===== src/pkg/align_opc_pkg.sv =====
// Purpose: shared constants and types for the alignment and opcode checker
// Assumes: 32-bit core, big-endian bit numbering on the instruction word
// Notes: register offsets are byte addresses on the plain register port
// Function
// - operand aligned when low bits suit size
// - instructions fetched as aligned four-byte words
// - endian attribute never changes alignment handling
// - ordinary misaligned loads/stores complete, no exception
// - dcread/reservation ops need word-aligned address
// - cache ops drop four low address bits
// - zero-block to uncached/write-through, translation off, faults
// - classify by primary and extended opcode
// - unimplemented instructions may trap for emulation
// - invalid forms undefined or trap
// - detect invalid forms of four groups
// - no floating point, external control, tlb invalidate
// - only preferred forms run fast
// - all-zero word illegal, zero primary reserved
// - illegal or unimplemented reserved raises program exception
package align_opc_pkg;
	localparam logic [7:0] OFF_CTRL = 8'h00;
	localparam logic [7:0] OFF_STATUS = 8'h04;
	localparam logic [7:0] OFF_MASK = 8'h08;
	localparam logic [7:0] OFF_FAULT_ADDR = 8'h0c;
	localparam logic [7:0] OFF_FAULT_INSN = 8'h10;
	localparam int EV_W = 5;
	localparam int EV_ALIGN = 0;
	localparam int EV_ILLEGAL = 1;
	localparam int EV_UNIMPL = 2;
	localparam int EV_INVALID = 3;
	localparam int EV_SPLIT = 4;
	localparam int CTRL_W = 2;
	localparam int CTRL_INVALID_TRAP = 0;
	localparam int CTRL_UNIMPL_TRAP = 1;
	localparam logic [CTRL_W-1:0] CTRL_RST = 2'h2;
	localparam logic [EV_W-1:0] MASK_RST = 5'h00;
	localparam logic [15:0] ALIGN_VECTOR = 16'h0600;
	localparam int CACHE_LOW_BITS = 4;
	localparam int FETCH_LOW_BITS = 2;
	typedef enum logic [2:0] {
		MOP_NONE = 3'h0,
		MOP_LOAD = 3'h1,
		MOP_STORE = 3'h2,
		MOP_DCREAD = 3'h3,
		MOP_LWARX = 3'h4,
		MOP_STWCX = 3'h5,
		MOP_DCBZ = 3'h6,
		MOP_CACHE = 3'h7
	} mem_op_t;
	typedef enum logic [1:0] {
		SZ_BYTE = 2'h0,
		SZ_HALF = 2'h1,
		SZ_WORD = 2'h2,
		SZ_DOUBLE = 2'h3
	} op_size_t;
	typedef enum logic [1:0] {
		CL_DEFINED = 2'h0,
		CL_RESERVED = 2'h1,
		CL_ILLEGAL = 2'h2
	} insn_class_t;
endpackage


===== src/rtl/alignment_and_opcode_check.sv =====
// Purpose: alignment and opcode exception unit with status registers
// Assumes: one request per cycle from decode and load/store pipe
// Notes: verdicts appear one cycle after the request, memory go is gated
`timescale 1ns/1ps
`default_nettype none
module alignment_and_opcode_check
(
	input wire logic mclk_i,
	input wire logic rst_i,
	input wire logic [7:0] addr_i,
	input wire logic [31:0] wdata_i,
	input wire logic wr_i,
	input wire logic rd_i,
	output logic [31:0] rdata_o,
	input wire logic req_valid_i,
	input wire logic [31:0] insn_i,
	input wire align_opc_pkg::mem_op_t mem_op_i,
	input wire align_opc_pkg::op_size_t size_i,
	input wire logic [31:0] effective_address_i,
	input wire logic cacheable_i,
	input wire logic write_through_i,
	input wire logic data_translation_enable_i,
	input wire logic [31:0] fetch_pc_i,
	output logic [31:0] fetch_addr_o,
	output logic done_o,
	output logic align_exc_o,
	output logic [15:0] align_vector_o,
	output logic program_exc_o,
	output align_opc_pkg::insn_class_t insn_class_o,
	output logic invalid_form_o,
	output logic unimpl_o,
	output logic slow_form_o,
	output logic split_o,
	output logic mem_go_o,
	output logic [31:0] access_addr_o,
	output logic irq_o
);
	import align_opc_pkg::*;

	typedef struct packed {
		logic [CTRL_W-1:0] ctrl;
		logic [EV_W-1:0] status;
		logic [EV_W-1:0] mask;
		logic [31:0] fault_addr;
		logic [31:0] fault_insn;
		logic [31:0] rdata;
		logic done;
		logic align_exc;
		logic prog_exc;
		insn_class_t cls;
		logic invalid;
		logic unimpl;
		logic slow;
		logic split;
		logic mem_go;
		logic [31:0] access_addr;
		logic [31:0] fetch_addr;
	} unit_state_t;

	unit_state_t st_r;
	unit_state_t st_nxt;

	logic align_exc_c;
	logic split_c;
	logic [31:0] access_addr_c;
	insn_class_t cls_c;
	logic unimpl_c;
	logic invalid_c;
	logic slow_c;

	operand_align_check u_align
	(
		.op_i(mem_op_i),
		.size_i(size_i),
		.effective_address_i(effective_address_i),
		.cacheable_i(cacheable_i),
		.write_through_i(write_through_i),
		.data_translation_enable_i(data_translation_enable_i),
		.align_exc_o(align_exc_c),
		.split_o(split_c),
		.access_addr_o(access_addr_c)
	);

	opcode_classify u_classify
	(
		.insn_i(insn_i),
		.class_o(cls_c),
		.unimpl_o(unimpl_c),
		.invalid_o(invalid_c),
		.slow_form_o(slow_c)
	);

	logic is_mem;
	logic reserved_unimpl;
	logic prog_c;
	logic align_c;
	logic [EV_W-1:0] events;
	logic [EV_W-1:0] w1c;

	assign is_mem = (mem_op_i != MOP_NONE);
	// primary 4 is the implemented allocated group, every other reserved code is not
	assign reserved_unimpl = (cls_c == CL_RESERVED) && (insn_i[31:26] != 6'h04);
	assign align_c = req_valid_i && is_mem && align_exc_c;
	assign prog_c = req_valid_i && ((cls_c == CL_ILLEGAL) || reserved_unimpl ||
		(unimpl_c && st_r.ctrl[CTRL_UNIMPL_TRAP]) ||
		(invalid_c && st_r.ctrl[CTRL_INVALID_TRAP]));

	always_comb
	begin
		events = '0;
		events[EV_ALIGN] = align_c;
		events[EV_ILLEGAL] = req_valid_i && ((cls_c == CL_ILLEGAL) || reserved_unimpl);
		events[EV_UNIMPL] = req_valid_i && unimpl_c;
		events[EV_INVALID] = req_valid_i && invalid_c;
		events[EV_SPLIT] = req_valid_i && split_c;
	end

	assign w1c = (wr_i && addr_i == OFF_STATUS) ? wdata_i[EV_W-1:0] : '0;

	always_comb
	begin
		st_nxt = st_r;
		// register writes
		if (wr_i && addr_i == OFF_CTRL)
			st_nxt.ctrl = wdata_i[CTRL_W-1:0];
		else if (wr_i && addr_i == OFF_MASK)
			st_nxt.mask = wdata_i[EV_W-1:0];
		// a new event wins over a clear in the same cycle
		st_nxt.status = (st_r.status & ~w1c) | events;
		// register reads, answered in the next cycle only
		st_nxt.rdata = 32'h0000_0000;
		if (rd_i)
		begin
			if (addr_i == OFF_CTRL)
				st_nxt.rdata = {{(32-CTRL_W){1'b0}}, st_r.ctrl};
			else if (addr_i == OFF_STATUS)
				st_nxt.rdata = {{(32-EV_W){1'b0}}, st_r.status};
			else if (addr_i == OFF_MASK)
				st_nxt.rdata = {{(32-EV_W){1'b0}}, st_r.mask};
			else if (addr_i == OFF_FAULT_ADDR)
				st_nxt.rdata = st_r.fault_addr;
			else if (addr_i == OFF_FAULT_INSN)
				st_nxt.rdata = st_r.fault_insn;
			else
				st_nxt.rdata = 32'h0000_0000;
		end
		// per-request verdicts
		st_nxt.done = req_valid_i;
		st_nxt.align_exc = align_c;
		st_nxt.prog_exc = prog_c;
		st_nxt.cls = cls_c;
		st_nxt.invalid = req_valid_i && invalid_c;
		st_nxt.unimpl = req_valid_i && unimpl_c;
		st_nxt.slow = req_valid_i && slow_c;
		st_nxt.split = req_valid_i && is_mem && split_c;
		// the access is released only once both checks are clean
		st_nxt.mem_go = req_valid_i && is_mem && !align_exc_c && !prog_c;
		st_nxt.access_addr = access_addr_c;
		st_nxt.fetch_addr = {fetch_pc_i[31:FETCH_LOW_BITS], {FETCH_LOW_BITS{1'b0}}};
		if (align_c || prog_c)
		begin
			st_nxt.fault_addr = effective_address_i;
			st_nxt.fault_insn = insn_i;
		end
	end

	always_ff @(posedge mclk_i)
	begin
		if (rst_i)
		begin
			st_r <= '0;
			st_r.ctrl <= CTRL_RST;
			st_r.mask <= MASK_RST;
			st_r.cls <= CL_DEFINED;
		end
		else
			st_r <= st_nxt;
	end

	assign rdata_o = st_r.rdata;
	assign fetch_addr_o = st_r.fetch_addr;
	assign done_o = st_r.done;
	assign align_exc_o = st_r.align_exc;
	assign align_vector_o = st_r.align_exc ? ALIGN_VECTOR : 16'h0000;
	assign program_exc_o = st_r.prog_exc;
	assign insn_class_o = st_r.cls;
	assign invalid_form_o = st_r.invalid;
	assign unimpl_o = st_r.unimpl;
	assign slow_form_o = st_r.slow;
	assign split_o = st_r.split;
	assign mem_go_o = st_r.mem_go;
	assign access_addr_o = st_r.access_addr;
	assign irq_o = |(st_r.status & st_r.mask);
endmodule
`default_nettype wire


===== src/rtl/operand_align_check.sv =====
// Purpose: combinational alignment verdict for one data access
// Assumes: effective address already computed by the load/store pipe
// Notes: no endian input on purpose, both byte orders see the same checks
`timescale 1ns/1ps
`default_nettype none
module operand_align_check
(
	input wire align_opc_pkg::mem_op_t op_i,
	input wire align_opc_pkg::op_size_t size_i,
	input wire logic [31:0] effective_address_i,
	input wire logic cacheable_i,
	input wire logic write_through_i,
	input wire logic data_translation_enable_i,
	output logic align_exc_o,
	output logic split_o,
	output logic [31:0] access_addr_o
);
	import align_opc_pkg::*;

	function automatic logic natural_ok(input op_size_t sz, input logic [3:0] low);
		case (sz)
			SZ_BYTE: natural_ok = 1'b1;
			SZ_HALF: natural_ok = (low[0] == 1'b0);
			SZ_WORD: natural_ok = (low[1:0] == 2'h0);
			default: natural_ok = (low[2:0] == 3'h0);
		endcase
	endfunction

	logic word_ok;
	logic reserve_op;
	logic dcbz_fault;
	assign word_ok = (effective_address_i[1:0] == 2'h0);
	assign reserve_op = (op_i == MOP_DCREAD) || (op_i == MOP_LWARX) || (op_i == MOP_STWCX);
	assign dcbz_fault = (op_i == MOP_DCBZ) && !data_translation_enable_i && (!cacheable_i || write_through_i);
	assign align_exc_o = (reserve_op && !word_ok) || dcbz_fault;
	assign split_o = ((op_i == MOP_LOAD) || (op_i == MOP_STORE)) &&
		!natural_ok(size_i, effective_address_i[3:0]);
	assign access_addr_o = ((op_i == MOP_CACHE) || (op_i == MOP_DCBZ)) ?
		{effective_address_i[31:CACHE_LOW_BITS], {CACHE_LOW_BITS{1'b0}}} : effective_address_i;
endmodule
`default_nettype wire


===== src/rtl/opcode_classify.sv =====
// Purpose: sort an instruction word into defined, reserved or illegal
// Assumes: word already in big-endian order, bit 31 is architectural bit 0
// Notes: primary 31 is taken as defined for every extended code, the listed unimplemented codes included
`timescale 1ns/1ps
`default_nettype none
module opcode_classify
(
	input wire logic [31:0] insn_i,
	output align_opc_pkg::insn_class_t class_o,
	output logic unimpl_o,
	output logic invalid_o,
	output logic slow_form_o
);
	import align_opc_pkg::*;
	localparam logic [63:0] PO_DEFINED = 64'h88ff_ffff_bfbf_fd88;
	localparam logic [63:0] PO_FLOAT = 64'h88ff_0000_0000_0000;

	function automatic logic xo19_defined(input logic [9:0] xo);
		case (xo)
			10'h000, 10'h010, 10'h021, 10'h032, 10'h033, 10'h081, 10'h096,
			10'h0c1, 10'h0e1, 10'h101, 10'h121, 10'h1a1, 10'h1c1, 10'h210: xo19_defined = 1'b1;
			default: xo19_defined = 1'b0;
		endcase
	endfunction

	function automatic logic xo31_unimpl(input logic [9:0] xo);
		case (xo)
			10'h132, 10'h136, 10'h1b6, 10'h217, 10'h237, 10'h257, 10'h277,
			10'h297, 10'h2b7, 10'h2d7, 10'h2f7, 10'h3d7: xo31_unimpl = 1'b1;
			default: xo31_unimpl = 1'b0;
		endcase
	endfunction

	logic [5:0] po;
	logic [4:0] rt;
	logic [4:0] ra;
	logic [4:0] bo;
	logic [9:0] xo;
	assign po = insn_i[31:26];
	assign rt = insn_i[25:21];
	assign ra = insn_i[20:16];
	assign bo = insn_i[25:21];
	assign xo = insn_i[10:1];

	always_comb
	begin
		if (insn_i == 32'h0000_0000)
			class_o = CL_ILLEGAL;
		else if (po == 6'h00 || po == 6'h04)
			class_o = CL_RESERVED;
		else if (!PO_DEFINED[po])
			class_o = CL_ILLEGAL;
		else if (po == 6'h13 && !xo19_defined(xo))
			class_o = CL_ILLEGAL;
		else
			class_o = CL_DEFINED;
	end

	assign unimpl_o = (class_o == CL_DEFINED) && (PO_FLOAT[po] || (po == 6'h1f && xo31_unimpl(xo)));

	logic bc_bad;
	logic upd_bad;
	logic multi_bad;
	logic cmp_bad;
	assign bc_bad = (po == 6'h10 || (po == 6'h13 && (xo == 10'h010 || xo == 10'h210))) &&
		((bo[4] && bo[3]) || (!bo[4] && bo[2] && bo[1]) || (bo[4] && bo[2] && (bo[1] || bo[0])));
	assign upd_bad = ((po == 6'h21 || po == 6'h23 || po == 6'h29 || po == 6'h2b) && (ra == 5'h00 || ra == rt)) ||
		((po == 6'h25 || po == 6'h27 || po == 6'h2d) && ra == 5'h00);
	assign multi_bad = (po == 6'h2e && ra >= rt) || (po == 6'h1f && xo == 10'h255 && ra == rt);
	assign cmp_bad = ((po == 6'h0a || po == 6'h0b) && (insn_i[22] || insn_i[21])) ||
		(po == 6'h1f && (xo == 10'h000 || xo == 10'h020) && (insn_i[22] || insn_i[21] || insn_i[0]));
	assign invalid_o = (class_o == CL_DEFINED) && (bc_bad || upd_bad || multi_bad || cmp_bad);

	// base register zero on multiple/string, or a no-op not written as ori 0,0,0
	assign slow_form_o = (((po == 6'h2e || po == 6'h2f) || (po == 6'h1f && (xo == 10'h255 || xo == 10'h2d5))) &&
		ra == 5'h00) || (po == 6'h18 && rt == ra && insn_i[15:0] == 16'h0000 && rt != 5'h00);
endmodule
`default_nettype wire


===== config.mk =====
export PLATFORM = sky130hd
export DESIGN_NAME = alignment_and_opcode_check
export DESIGN_NICKNAME = d
export VERILOG_FILES = /design/src/pkg/align_opc_pkg.sv /design/src/rtl/alignment_and_opcode_check.sv /design/src/rtl/operand_align_check.sv /design/src/rtl/opcode_classify.sv
export SDC_FILE = /design/constraint.sdc
export NUM_CORES = 1
export LEC_CHECK = 0
export BUFFER_PORTS_ARGS = -buffer_cell sky130_fd_sc_hd__clkbuf_2
export CAP_MARGIN = 20
export CORE_MARGIN = 2
export CORE_UTILIZATION = 47
export CTS_CLUSTER_DIAMETER = 40
export DETAILED_ROUTE_END_ITERATION = 7
export PLACE_DENSITY = 0.77
export SETUP_SLACK_MARGIN = 0.2
export SLEW_MARGIN = 20
export SYNTH_ARGS = -nofsm -noshare
export SYNTH_HDL_FRONTEND = slang
export SYNTH_SLANG_ARGS = --single-unit
export TNS_END_PERCENT = 10

===== constraint.sdc =====
create_clock -name mclk_i -period 2.7 [get_ports mclk_i]
set_clock_uncertainty 0.05 [all_clocks]
set_input_delay 0.54 -clock mclk_i [delete_from_list [all_inputs] [get_ports mclk_i]]
set_output_delay 0.54 -clock mclk_i [all_outputs]
set_load 0.02 [all_outputs]

# ---- Word-level counts from Yosys, hierarchy flattened
# Memories as Yosys holds them, arrays and structs flattened.
# Cells that the tools add are included.
dict set report classes {
  magnitude_cmp 2
  n_eq_ne 62
  n_mux 19
  bitwise_logic 7
  reduce_logical 109
}
# operator count
set ops {}
lappend ops {{32-bit two-way mux} 5}
lappend ops {{10-bit == test (second input constant)} 12}
lappend ops {{10-bit by 9-bit == test with 1-bit output (second input constant)} 7}
lappend ops {{6-bit == test (second input constant)} 9}
lappend ops {{1-bit logical AND} 45}
lappend ops {{10-bit by 6-bit == test with 1-bit output (second input constant)} 4}
lappend ops {{10-bit by 8-bit == test with 1-bit output (second input constant)} 4}
lappend ops {{1-bit logical OR} 36}
lappend ops {{32-bit logical NOT} 1}
lappend ops {{6-bit by 5-bit == test with 1-bit output (second input constant)} 4}
lappend ops {{8-bit by 4-bit == test with 1-bit output (second input constant)} 2}
lappend ops {{16-bit logical NOT} 1}
lappend ops {{14-bit OR reduction} 1}
lappend ops {{3-bit == test (second input constant)} 4}
lappend ops {{6-bit by 4-bit == test with 1-bit output (second input constant)} 2}
lappend ops {{12-bit OR reduction} 1}
lappend ops {{11-bit two-way mux} 1}
lappend ops {{5-bit bitwise AND} 2}
lappend ops {{10-bit by 5-bit == test with 1-bit output (second input constant)} 1}
lappend ops {{5-bit == test} 2}
lappend ops {{10-bit logical NOT} 1}
lappend ops {{5-bit OR reduction} 2}
lappend ops {{8-bit by 3-bit == test with 1-bit output (second input constant)} 1}
lappend ops {{8-bit by 5-bit == test with 1-bit output (second input constant)} 1}
lappend ops {{other kinds (26)} 50}
dict set report word_totals {
  regBits 182
  rom_bits 128
  in_bits 149
  out_inout_bits 123
  word_cells 222
  mem_count 2
}
# name depth width rd rd_clocked_by_memory_dff wr line_no
set mem_list {}
lappend mem_list {{(name not given)} 64 1 1 0 0 opcode_classify.sv:51} ;# else if (!PO_DEFINED[po])
lappend mem_list {{(name not given)} 64 1 1 0 0 opcode_classify.sv:59} ;# assign unimpl_o = (class_o == CL_DEFINED) && (PO_FLOAT[po] || (po == 6'h1f && xo31_unimpl(xo)));

# ---- Longest topological paths before layout
# Gate-level depths: netlist (run 1).
dict set report depth {
  depth_word 20
  depth_mapped 11
  depth_no_buf 9
}

# ---- Cells and area by module
# From an unflattened synthesis (run 1), not the netlist that was laid out.
dict set report unflattened {
  cells_unflattened 893
  area_unflattened_um2 8316.7
}
# module instances cells_per_inst area_each_um2 seq_area_each_um2
set by_module_without_submodules {}
lappend by_module_without_submodules {alignment_and_opcode_check 1 747 7302.0 3603.5}
lappend by_module_without_submodules {opcode_classify 1 103 701.9 0.0}
lappend by_module_without_submodules {operand_align_check 1 43 312.8 0.0}

# ---- Worst setup path before layout (run 1)
# No wires, ideal clock.
dict set report synth_timing {
  path_kind {input -> register}
  from {input port insn_i[7]}
  to {register st_r[106] (netlist name)}
  t_arrival_ns 2.412
  required_ns 2.517
  setup_slack_ns 0.105
  cell_stages 10
  path_buffers 3
  cell_sequence {buf_2 -> or3_4 -> nor3_2 -> o2bb2ai_1 -> or4_1 -> or4b_4 -> buf_6 -> buf_6 -> o211ai_1 -> o311ai_1}
}
dict set report synth_via {
  elab_chain_len 19
  word_cells_on_any_way 71
  classes_between {29 x eq/ne; 9 x mux; 33 x reduce/logical}
}
# element line_no
set synth_rtl {}
lappend synth_rtl {{from (decl)} alignment_and_opcode_check.sv:16} ;# input wire logic [31:0] insn_i,
lappend synth_rtl {{10-bit by 6-bit == test with 1-bit output, or another cell as far along} opcode_classify.sv:19} ;# case (xo)
lappend synth_rtl {{14-bit OR reduction} opcode_classify.sv:19}
lappend synth_rtl {{1-bit two-way mux} opcode_classify.sv:19}
lappend synth_rtl {{1-bit two-way mux} opcode_classify.sv:51}
lappend synth_rtl {{1-bit two-way mux} opcode_classify.sv:49} ;# else if (po == 6'h00 || po == 6'h04)
lappend synth_rtl {{1-bit two-way mux} opcode_classify.sv:47} ;# if (insn_i == 32'h0000_0000)
lappend synth_rtl {{1-bit logical NOT} opcode_classify.sv:53} ;# else if (po == 6'h13 && !xo19_defined(xo))
lappend synth_rtl {{1-bit logical AND} opcode_classify.sv:53}
lappend synth_rtl {{[... 3 more ...]} --}
lappend synth_rtl {{2-bit two-way mux} opcode_classify.sv:47}
lappend synth_rtl {{2-bit by 1-bit == test with 1-bit output / 2-bit logical NOT (equally long branches)} {alignment_and_opcode_check.sv:102, opcode_classify.sv:59, opcode_classify.sv:72}}
lappend synth_rtl {{1-bit logical AND (on tied branches)} {alignment_and_opcode_check.sv:102, opcode_classify.sv:59}}
lappend synth_rtl {{1-bit logical OR / 1-bit logical AND (equally long branches)} {alignment_and_opcode_check.sv:104, alignment_and_opcode_check.sv:105}}
lappend synth_rtl {{1-bit logical OR} alignment_and_opcode_check.sv:104} ;# assign prog_c = req_valid_i && ((cls_c == CL_ILLEGAL) || reserved_unimpl ||
lappend synth_rtl {{1-bit logical OR (*)} alignment_and_opcode_check.sv:105} ;# (unimpl_c && st_r.ctrl[CTRL_UNIMPL_TRAP]) ||
lappend synth_rtl {{1-bit logical AND (*)} alignment_and_opcode_check.sv:104}
lappend synth_rtl {{1-bit logical OR (*)} alignment_and_opcode_check.sv:160} ;# if (align_c || prog_c)
lappend synth_rtl {{to (signal assigned)} alignment_and_opcode_check.sv:177} ;# st_r <= st_nxt;
lappend synth_rtl {{to (decl)} alignment_and_opcode_check.sv:60} ;# unit_state_t st_r;
# Every way passes the cells marked *; elsewhere a longest branch is shown, timed or not. The select of a mux whose other input is x is not followed.
# A chain may end at the register's enable or synchronous reset.

# ---- Worst setup path in the final report (run 1)
dict set report layout_timing {
  from {input port insn_i[7]}
  to {register st_r[128] (netlist name)}
}
# The elaborated chain is that of the path after synthesis.

==> flow_summary.ini, run 1 <==
[synth]
yosysWarningCount = 0
seq_area_frac_synth = 0.406
synth_edf_count = 0
syn_area_sq_mm = 0.00887
ys_ff_latch = 180
yosysUniqueCellTypes = 63
synth_cells = 1028
synthFlopType = dfxtp_1
async_flop_share = 0
avgSynthCellArea_sq_um = 8.63

[critical_path]
crit_family = compound AO/OA/AOI/OAI gates
cp_slowest_stage_delay_ns = 0.60
crit_type = in -> reg
cp-end-kind = register
startpoint_type = input port
path_max_fanout = 32
cp.arrival_ns = 2.63
worst-path-buf-inv = 2
slowest_stage = or4b_4
crit_chain = buf_2, or3_4, a2111oi_0, o211a_1, o21a_1, or4b_4, buf_12, o211ai_1, o311ai_1
worstPathRequired_ns = 2.93

[job]
maxCapViolCount = 0

[detailed_routing]
drt_iter0_drc = 685
num_vias = 7963
dr.pass1.iters = 5
postRouteWirelength_um = 23700
ant_nets = 0
viasPerCell = 5.63
wl_per_cell_um = 16.7
drc = 0

[clock_network]
clkTransAtPathRegs_ns = 0.07
cts_tree = done
htree_levels = 4
clk_path_buf_depth = 2
root_buffer = clkbuf_16
cts_buffers = 17
cts_sinks = 180
clk_latency_ns = 0.43
hold_buffers = 0

[floorplan]
die_width_um = 141
rows = 50
core_area_sq_mm = 0.0186
die-area_sq_mm = 0.0200
chipHeight_um = 141
start_util = 0.476
ios = 272

[global_route]
grt_pass1_vias = 7354
gr-usage-all-layers = 0.231
grt_first_pass_wirelength_um = 37400
antenna_found_initial = 0
grt_max_degree = 106
grt-ovfl-total = 0

[timing]
clock.fmax_mhz = 418
finalSetupViolCount = 0
fin_crit_ns = 2.39
drv_slew = 0
final_hold_viol_count = 0
post-route-period-util = 0.886
tns_ns = 0
fin_hold_ws_ns = 0.264
grt_setup_unrepaired = no
slew_headroom = 0.457
worst_pin_slew_ns = 0.815

[power]
ir_worst_vdd_v = 0.000397
p_leak_nw = 4.38
p_int_mw = 4.68
clock_power_share = 0.409
power_density_mw_per_mm2 = 613
power.share.switching = 0.275
p_comb_frac = 0.145
seq_power_share = 0.446
power.switching_mw = 1.78

[run_status]
status = finished clean

[placed_design]
place_area_sq_mm = 0.00986
dp_hpwl_um = 16000
dp.cells = 1381
port_buffers = 226
gp_congestion = 0.886

[layout]
mostFrequentLayoutCells = clkbuf_2 (224), dfxtp_1 (180), inv_1 (77), buf_4 (72), nor3_1 (71)
n_antenna_cell = 0
fin_util = 0.566
finalInstanceArea_sq_mm = 0.0105
layoutNonFillerInstCount = 1414
final_nets = 1321
final_common_cell = clkbuf_2
drive_above_1_share = 0.316
syn_to_final_growth_pct = 18.8

[worst_hold_path]
hold_class = in -> reg
[power by group through the flow]
| stage | combinational, mW | clock (mW) | sequential, mW |
|---|---|---|---|
| after floorplan | 0.661 | 0 | 2.92 |
| after global placement | 0.909 | 0 | 2.94 |
| after detailed placement | 0.923 | 0 | 2.94 |
| after CTS | 0.930 | 2.68 | 2.88 |
| after global routing | 1.03 | 2.80 | 2.89 |
| final | 0.940 | 2.64 | 2.88 |
[flip-flops by register name, summed over array words and instances, names as in the netlist]
register / count
slow_form_o: 1
split_o: 1
program_exc_o: 1
unimpl_o: 1
align_exc_o: 1
fetch_addr_o: 30
done_o: 1
mem_go_o: 1
access_addr_o: 32
rdata_o: 32
invalid_form_o: 1
insn_class_o: 2
st_r: 76
[Yosys cell counts, types with 5 or more instances]
cell | instances | area share
mux2i_1 | 5 | 0.0056
nor3_1 | 72 | 0.041
nand4b_1 | 5 | 0.0049
nand2b_1 | 5 | 0.0035
nor2_1 | 52 | 0.022
dfxtp_1 | 180 | 0.41
mux2_2 | 5 | 0.0063
inv_1 | 78 | 0.033
a22o_1 | 5 | 0.0049
o211ai_2 | 10 | 0.014
a21oi_1 | 11 | 0.0062
nor2b_1 | 66 | 0.047
o21ai_0 | 5 | 0.0028
nand2_1 | 24 | 0.010
buf_6 | 6 | 0.0076
buf_4 | 119 | 0.10
o211ai_1 | 55 | 0.047
and2_1 | 9 | 0.0063
buf_1 | 8 | 0.0034
nor4_1 | 6 | 0.0042
buf_2 | 9 | 0.0051
nand3_1 | 70 | 0.039
o311ai_0 | 14 | 0.014
a22oi_1 | 32 | 0.027
nand4_1 | 5 | 0.0035
ha_1 | 5 | 0.0071
clkbuf_1 | 61 | 0.026
o311ai_1 | 50 | 0.049
[worst register-to-register path: stages (launching register included)]
cell and delay, ns:
dfxtp_1 0.34, o21a_1 0.16, or4b_4 0.60, buf_12 0.20
o211ai_1 0.24, o311ai_1 0.14
[routing by layer]
layer | global-route usage | vias up | wire length (um)
met2 | 0.367 | 379 | 10800
li1 | - | 3818 | -
met3 | 0.0523 | 39 | 1930
met5 | 0 | - | 0
met1 | 0.315 | 3727 | 10600
met4 | 0.0663 | 0 | 379
[cell families after synthesis]
group,count (synthesis),share of synthesized area
AOI/OAI and AO/OA,214,0.196
other,1,0.000423
and+or+nand+nor,336,0.202
buffers and inverters,281,0.176
adders and majority gates,5,0.00705
DFF,180,0.406
xor gates and xnor gates,1,0.000987
muxes,10,0.0120
[through the flow]
step	setup slack, ns	power (mW)
6_report	0.307	6.46
5_1_grt	0.181	6.72
4_1_cts	0.247	6.49
3_5_place_dp	-0.201	3.86
3_3_place_gp	-0.195	3.85
2_1_floorplan	0.135	3.58
[layout make-up]
class                           instances  area (sq um)
Fill cell                            1691          8100
Tap cell                              234           293
Clock buffer                           18           439
Multi-Input combinational cell        582          3850
Sequential cell                       180          3600
Inverter                               78           293
Timing Repair Buffer                  308          1880
Clock inverter                         14           190
[worst paths after layout]
| path | to | startpoint | depth (start not counted) | slack (ns) |
|---|---|---|---|---|
| worst max register to register | st_r[128] | st_r[181] | 5 | 0.84 |
| worst max-delay path | st_r[128] | insn_i[7] | 9 | 0.31 |
| worst min register to register | rdata_o[6] | st_r[144] | 2 | 0.45 |
| worst min-delay path | fetch_addr_o[31] | fetch_pc_i[31] | 2 | 0.26 |
[repair_timing]
| item | in CTS | in global routing |
|---|---|---|
| gates resized for setup | 0 | 8 |
| setup endpoints to repair | 0 | 64 |
| buffers inserted | 0 | 1 |
(Power assumes the default switching activity.)
==> inputs of run 2 (changes only) <==
--- a/config.mk
+++ b/config.mk
@@ -8,10 +8,10 @@
 export BUFFER_PORTS_ARGS = -buffer_cell sky130_fd_sc_hd__clkbuf_2
 export CAP_MARGIN = 20
 export CORE_MARGIN = 2
-export CORE_UTILIZATION = 47
+export CORE_UTILIZATION = 52
 export CTS_CLUSTER_DIAMETER = 40
 export DETAILED_ROUTE_END_ITERATION = 7
-export PLACE_DENSITY = 0.77
+export PLACE_DENSITY = 0.81
 export SETUP_SLACK_MARGIN = 0.2
 export SLEW_MARGIN = 20
 export SYNTH_ARGS = -nofsm -noshare
==> constraint.sdc (replaced) <==
create_clock -name mclk_i -period 2.4 [get_ports mclk_i]
set_clock_uncertainty 0.05 [all_clocks]
set_input_delay 0.48 -clock mclk_i [delete_from_list [all_inputs] [get_ports mclk_i]]
set_output_delay 0.48 -clock mclk_i [all_outputs]
set_load 0.02 [all_outputs]
==> run 2 against run 1 <==
Compared with the run above:
- via count increased by 3.8%
- die area down 9.4%
- non-clock buffer count grew 24
- power is 11% higher
- utilization grew 9.7 points
- register-to-register slack got worse by 0.37 ns
- flip-flop and latch count is the same
- critical path depth stayed put
- sequential share of layout area down 1.5 points
- clock-buffer cell count is 1 lower
- critical path type unchanged
==> flow_summary.ini, run 2 (synthesis results as in run 1) <==
[critical_path]
crit_chain = buf_6, and4b_1, a21boi_2, o211a_1, o21a_1, or4b_4, clkbuf_16, o211ai_1, o311ai_1
path_max_fanout = 14
startpoint_type = input port
slowest_stage = or4b_4
cp.arrival_ns = 2.60
crit_type = in -> reg
worstPathRequired_ns = 2.64
cp_slowest_stage_delay_ns = 0.67
cp-end-kind = register

[job]
maxCapViolCount = 0

[timing]
slew_headroom = 0.477
final_hold_viol_count = 0
worst_pin_slew_ns = 0.784
drv_slew = 0
fin_crit_ns = 2.36
post-route-period-util = 0.984
finalSetupViolCount = 0
grt_setup_unrepaired = yes
clock.fmax_mhz = 423

[placed_design]
port_buffers = 226
place_area_sq_mm = 0.00988
dp_hpwl_um = 16600
gp_congestion = 0.940

[power]
power_mw = 7.16
ir_worst_vdd_v = 0.000551
power_density_mw_per_mm2 = 650
p_leak_nw = 4.65

[clock_network]
cts_buffers = 17
cts_tree = done
clk_path_buf_depth = 2
hold_buffers = 0
cts_sinks = 180
root_buffer = clkbuf_16
clkTransAtPathRegs_ns = 0.08
clk_latency_ns = 0.44
htree_levels = 4

[run_status]
status = finished clean

[floorplan]
rows = 47
ios = 272
start_util = 0.533
chipHeight_um = 135
die_width_um = 135
core_area_sq_mm = 0.0166
die-area_sq_mm = 0.0181

[detailed_routing]
viasPerCell = 5.80
drt_iter0_drc = 880
num_vias = 8266
ant_nets = 0
postRouteWirelength_um = 25600
dr.pass1.iters = 6
wl_per_cell_um = 18.0
drc = 0

[layout]
mostFrequentLayoutCells = clkbuf_2 (220), dfxtp_1 (180), buf_4 (83), inv_1 (77), nor3_1 (69)
largest_reg_flops = 76
final_common_cell = clkbuf_2
drive_above_1_share = 0.346
top_register = st_r
final_nets = 1345
finalInstanceArea_sq_mm = 0.0110
syn_to_final_growth_pct = 24.2

[global_route]
grt_first_pass_wirelength_um = 39600
grt-ovfl-total = 0
grt_pass1_vias = 7798
antenna_found_initial = 2
gr-usage-all-layers = 0.271
grt_max_degree = 67

[worst_hold_path]
hold_class = in -> reg
-- run 2: changes by cell type in the layout (fill, tap and decap cells not counted), sizes merged --
cell      delta
bufbuf       +1
clkbuf       +2
bufinv       -3
buf         +20
clkinvlp     -2
inv          +1
clkinv       +5
diode        +1
-- run 2: metal layers --
metal / share of wire / vias to the layer above / track usage / routed length, um
met5: 0.00043 / - / 0 / 11
met4: 0.027 / 2 / 0.107 / 700
met3: 0.11 / 62 / 0.0657 / 2720
met2: 0.46 / 461 / 0.431 / 11800
met1: 0.41 / 3869 / 0.355 / 10400
li1: - / 3872 / - / -
-- run 2: timing repair --
action / in CTS / in global routing
pin swaps: 3 / 16
buffers inserted: 3 / 6
resized for setup: 19 / 41
endpoints found under the setup margin: 64 / 65
gates cloned: 3 / 6
-- run 2: worst paths after layout --
path                            depth (start not counted)           start          endpoint  slack, ns
worst max-delay path                                    9       insn_i[3]         st_r[130]       0.04
worst max register to register                          5       st_r[181]         st_r[130]       0.47
worst min-delay path                                    2  fetch_pc_i[31]  fetch_addr_o[31]       0.21
worst min register to register                          2       st_r[148]       rdata_o[10]       0.45
-- run 2: where the power goes --
| group | switching, mW | leakage (nW) | internal (mW) |
|---|---|---|---|
| combinational | 0.694 | 2.88 | 0.473 |
| sequential | 0.0898 | 1.48 | 3.16 |
| clock | 1.35 | 0.285 | 1.40 |
-- run 2: area by class of cell --
| cell class | instances | area, sq um |
|---|---|---|
| antenna | 1 | 2.50 |
| clock buffer | 17 | 425 |
| clock inverter | 15 | 163 |
| fill | 1347 | 5620 |
| inverter | 78 | 293 |
| multi-input combinational | 582 | 4020 |
| sequential | 180 | 3600 |
| tap | 220 | 275 |
| timing repair buffer | 332 | 2240 |
-- run 2: metrics by stage --
step                setup TNS [ns]  hold slack [ns]  cells  setup WS (ns)   util
global route               -0.0283            0.195   1424        -0.0262  0.662
global placement            -20.96            0.433   1374         -0.371  0.594
finish                           0            0.206   1425         0.0375  0.662
CTS                              0            0.192   1412          0.144  0.639
floorplan                    -4.16            0.410   1043         -0.105      -
detailed placement          -24.00            0.439   1374         -0.447  0.594
-- run 2: worst max-delay path: cells and delay by family --
kind	cells	cell delay [ns]
AOI/OAI and AO/OA	5	0.91
buffers and inverters	2	0.32
and+or+nand+nor	2	0.87
==> inputs of run 3 (changes only) <==
--- a/config.mk
+++ b/config.mk
@@ -5,13 +5,14 @@
 export SDC_FILE = /design/constraint.sdc
 export NUM_CORES = 1
 export LEC_CHECK = 0
+export ABC_AREA = 1
 export BUFFER_PORTS_ARGS = -buffer_cell sky130_fd_sc_hd__clkbuf_2
 export CAP_MARGIN = 20
 export CORE_MARGIN = 2
-export CORE_UTILIZATION = 52
+export CORE_UTILIZATION = 51
 export CTS_CLUSTER_DIAMETER = 40
 export DETAILED_ROUTE_END_ITERATION = 7
-export PLACE_DENSITY = 0.81
+export PLACE_DENSITY = 0.8
 export SETUP_SLACK_MARGIN = 0.2
 export SLEW_MARGIN = 20
 export SYNTH_ARGS = -nofsm -noshare
==> run 3 against run 2 <==
Compared with the run above:
- worst setup slack better by 0.23 ns
- hold slack lost 0.017 ns
- clock power about the same
- routed wire length is 17% lower
- sequential power about the same
- fmax is 11% higher
- critical path depth is 4 higher
==> flow_summary.ini, run 3 <==
[run_status]
status = finished clean

[layout]
syn_to_final_growth_pct = 21.5
layoutNonFillerInstCount = 1566
final_nets = 1491
top_register = st_r
mostFrequentLayoutCells = clkbuf_2 (226), nand2_1 (199), nor2_1 (186), dfxtp_1 (180), inv_1 (170)
drive_above_1_share = 0.259
largest_reg_flops = 76
final_common_cell = clkbuf_2
fin_util = 0.635
fillers = 1411
n_antenna_cell = 0

[timing]
worst_pin_slew_ns = 0.717
fin_crit_ns = 2.14
finalSetupViolCount = 0
final_hold_viol_count = 0
slew_headroom = 0.522
grt_setup_unrepaired = yes
drv_slew = 0
tns_ns = 0
clock.fmax_mhz = 468
post-route-period-util = 0.891

[synth]
synth_top_area_cell = dfxtp_1
synth_edf_count = 0
yosysWarningCount = 0
seq_area_frac_synth = 0.434
synth_compound_area_frac = 0.0895
synthFlopType = dfxtp_1
synthAdderAreaFrac = 0.00753
synthMuxAreaShare = 0
synth_top_family_by_area = simple AND/OR/NAND/NOR gates
yosysUniqueCellTypes = 37
synth_cells = 1176
netlist_top_cells_count = nand2_1 (200), nor2_1 (187), dfxtp_1 (180), inv_1 (174), buf_4 (120)
yosysTopAreaCellShare = 0.434
avgSynthCellArea_sq_um = 7.06
yosys.area_share.simple = 0.252
synth.area.top_cells = dfxtp_1 (43%), buf_4 (11%), nand2_1 (9.0%), nor2_1 (8.4%), inv_1 (7.9%)
post-synth-top-count-cell = nand2_1
syn_area_sq_mm = 0.00831
synth-xor-area-share = 0
ys_ff_latch = 180
async_flop_share = 0

[clock_network]
cts_tree = done
cts_buffers = 17
root_buffer = clkbuf_16
cts_sinks = 180
clkTransAtPathRegs_ns = 0.07
htree_levels = 4
clk_path_buf_depth = 2
clk_latency_ns = 0.42

[placed_design]
port_buffers = 226
dp.cells = 1525
dp_hpwl_um = 14600
gp_congestion = 0.920

[detailed_routing]
num_vias = 7461
wl_per_cell_um = 13.5
drc = 0
ant_nets = 0
wl_met2_um = 9590
postRouteWirelength_um = 21200
viasPerCell = 4.76
wl_met3_um = 1380
drt_iter0_drc = 433
highest_layer = met4
met1_length_um = 9850
dr.pass1.iters = 5

[critical_path]
cp-end-kind = register
path_max_fanout = 8
startpoint_type = input port
ff2ff_path_depth = 7
crit_type = in -> reg
cp.arrival_ns = 2.41
worstPathRequired_ns = 2.67

[floorplan]
die_width_um = 132
ios = 272
die-area_sq_mm = 0.0173
chipHeight_um = 132
start_util = 0.523
core_area_sq_mm = 0.0159
rows = 46

[global_route]
grt_pass1_vias = 6708
grt-ovfl-total = 0
antenna_found_initial = 0
grt_max_degree = 69
grt_first_pass_wirelength_um = 32800
gr-usage-all-layers = 0.231

[power]
p_leak_nw = 5.21
power_density_mw_per_mm2 = 706
ir_worst_vdd_v = 0.000498

[worst_hold_path]
hold_class = in -> reg
hold-path-cell-count = 3

[job]
maxCapViolCount = 0
==> run 3: metal layers <==
layer,track usage,vias to the layer above
met1,0.325,3311
met3,0.0455,32
met4,0.0700,0
li1,-,3832
met2,0.359,286
met5,0,-
==> run 3: worst max-delay path: stages <==
cell and delay (ns):
clkbuf_2 0.12, ha_4 0.25, a21oi_1 0.16, o21ai_1 0.09, o21bai_1 0.16, nand4_1 0.19, nand2_1 0.16, nand4_4 0.19
nand2_8 0.23, clkbuf_16 0.19, nand3_1 0.07, nand2_1 0.06, nor2_1 0.04
==> run 3: worst paths after layout <==
path                endpoint     startpoint  slack, ns
max reg2reg        st_r[149]      st_r[181]       0.97
min reg2reg      rdata_o[31]      st_r[137]       0.41
max                st_r[149]     insn_i[20]       0.26
min          fetch_addr_o[4]  fetch_pc_i[4]       0.19
==> run 3: per-stage QoR <==
stage / power, mW / worst slack, ns / hold WS, ns / area (sq um)
after floorplan: 4.04 / 0.315 / 0.388 / 8360
after global placement: 4.30 / -0.122 / 0.396 / 9230
after detailed placement: 4.33 / -0.146 / 0.401 / 9230
after CTS: 7.07 / 0.284 / 0.176 / 9820
after global routing: 7.46 / 0.145 / 0.186 / 10100
final: 7.13 / 0.263 / 0.189 / 10100
==> run 3: timing repair <==
item | 4_1_cts | 5_1_grt
resized for setup | 0 | 18
hold endpoints to repair | 0 | 0
buffers inserted | 0 | 0
hold buffers | 0 | 0
setup endpoints to repair | 0 | 56
==> run 3: area by class of cell <==
| class | instances | area [sq um] | share of cell area |
|---|---|---|---|
| Clock buffer | 17 | 425 | 0.0422 |
| Timing Repair Buffer | 291 | 1870 | 0.186 |
| Clock inverter | 15 | 165 | 0.0164 |
| Inverter | 178 | 668 | 0.0662 |
| Tap cell | 216 | 270 | 0.0268 |
| Sequential cell | 180 | 3600 | 0.357 |
| Multi-Input combinational cell | 669 | 3090 | 0.306 |
==> run 3: cells by family after synthesis <==
family                     Yosys count
AOI/OAI and AO/OA                  140
adders and majority gates            5
buffers and inverters              344
DFF                                180
other                                1
and+or+nand+nor                    506
==> run 3: power breakdown <==
group | total [mW] | leakage [nW] | internal (mW) | switching, mW
clock | 2.77 | 0.277 | 1.48 | 1.29
sequential | 3.25 | 1.48 | 3.17 | 0.0796
combinational | 1.11 | 3.45 | 0.446 | 0.662
total | 7.13 | 5.21 | 5.10 | 2.03
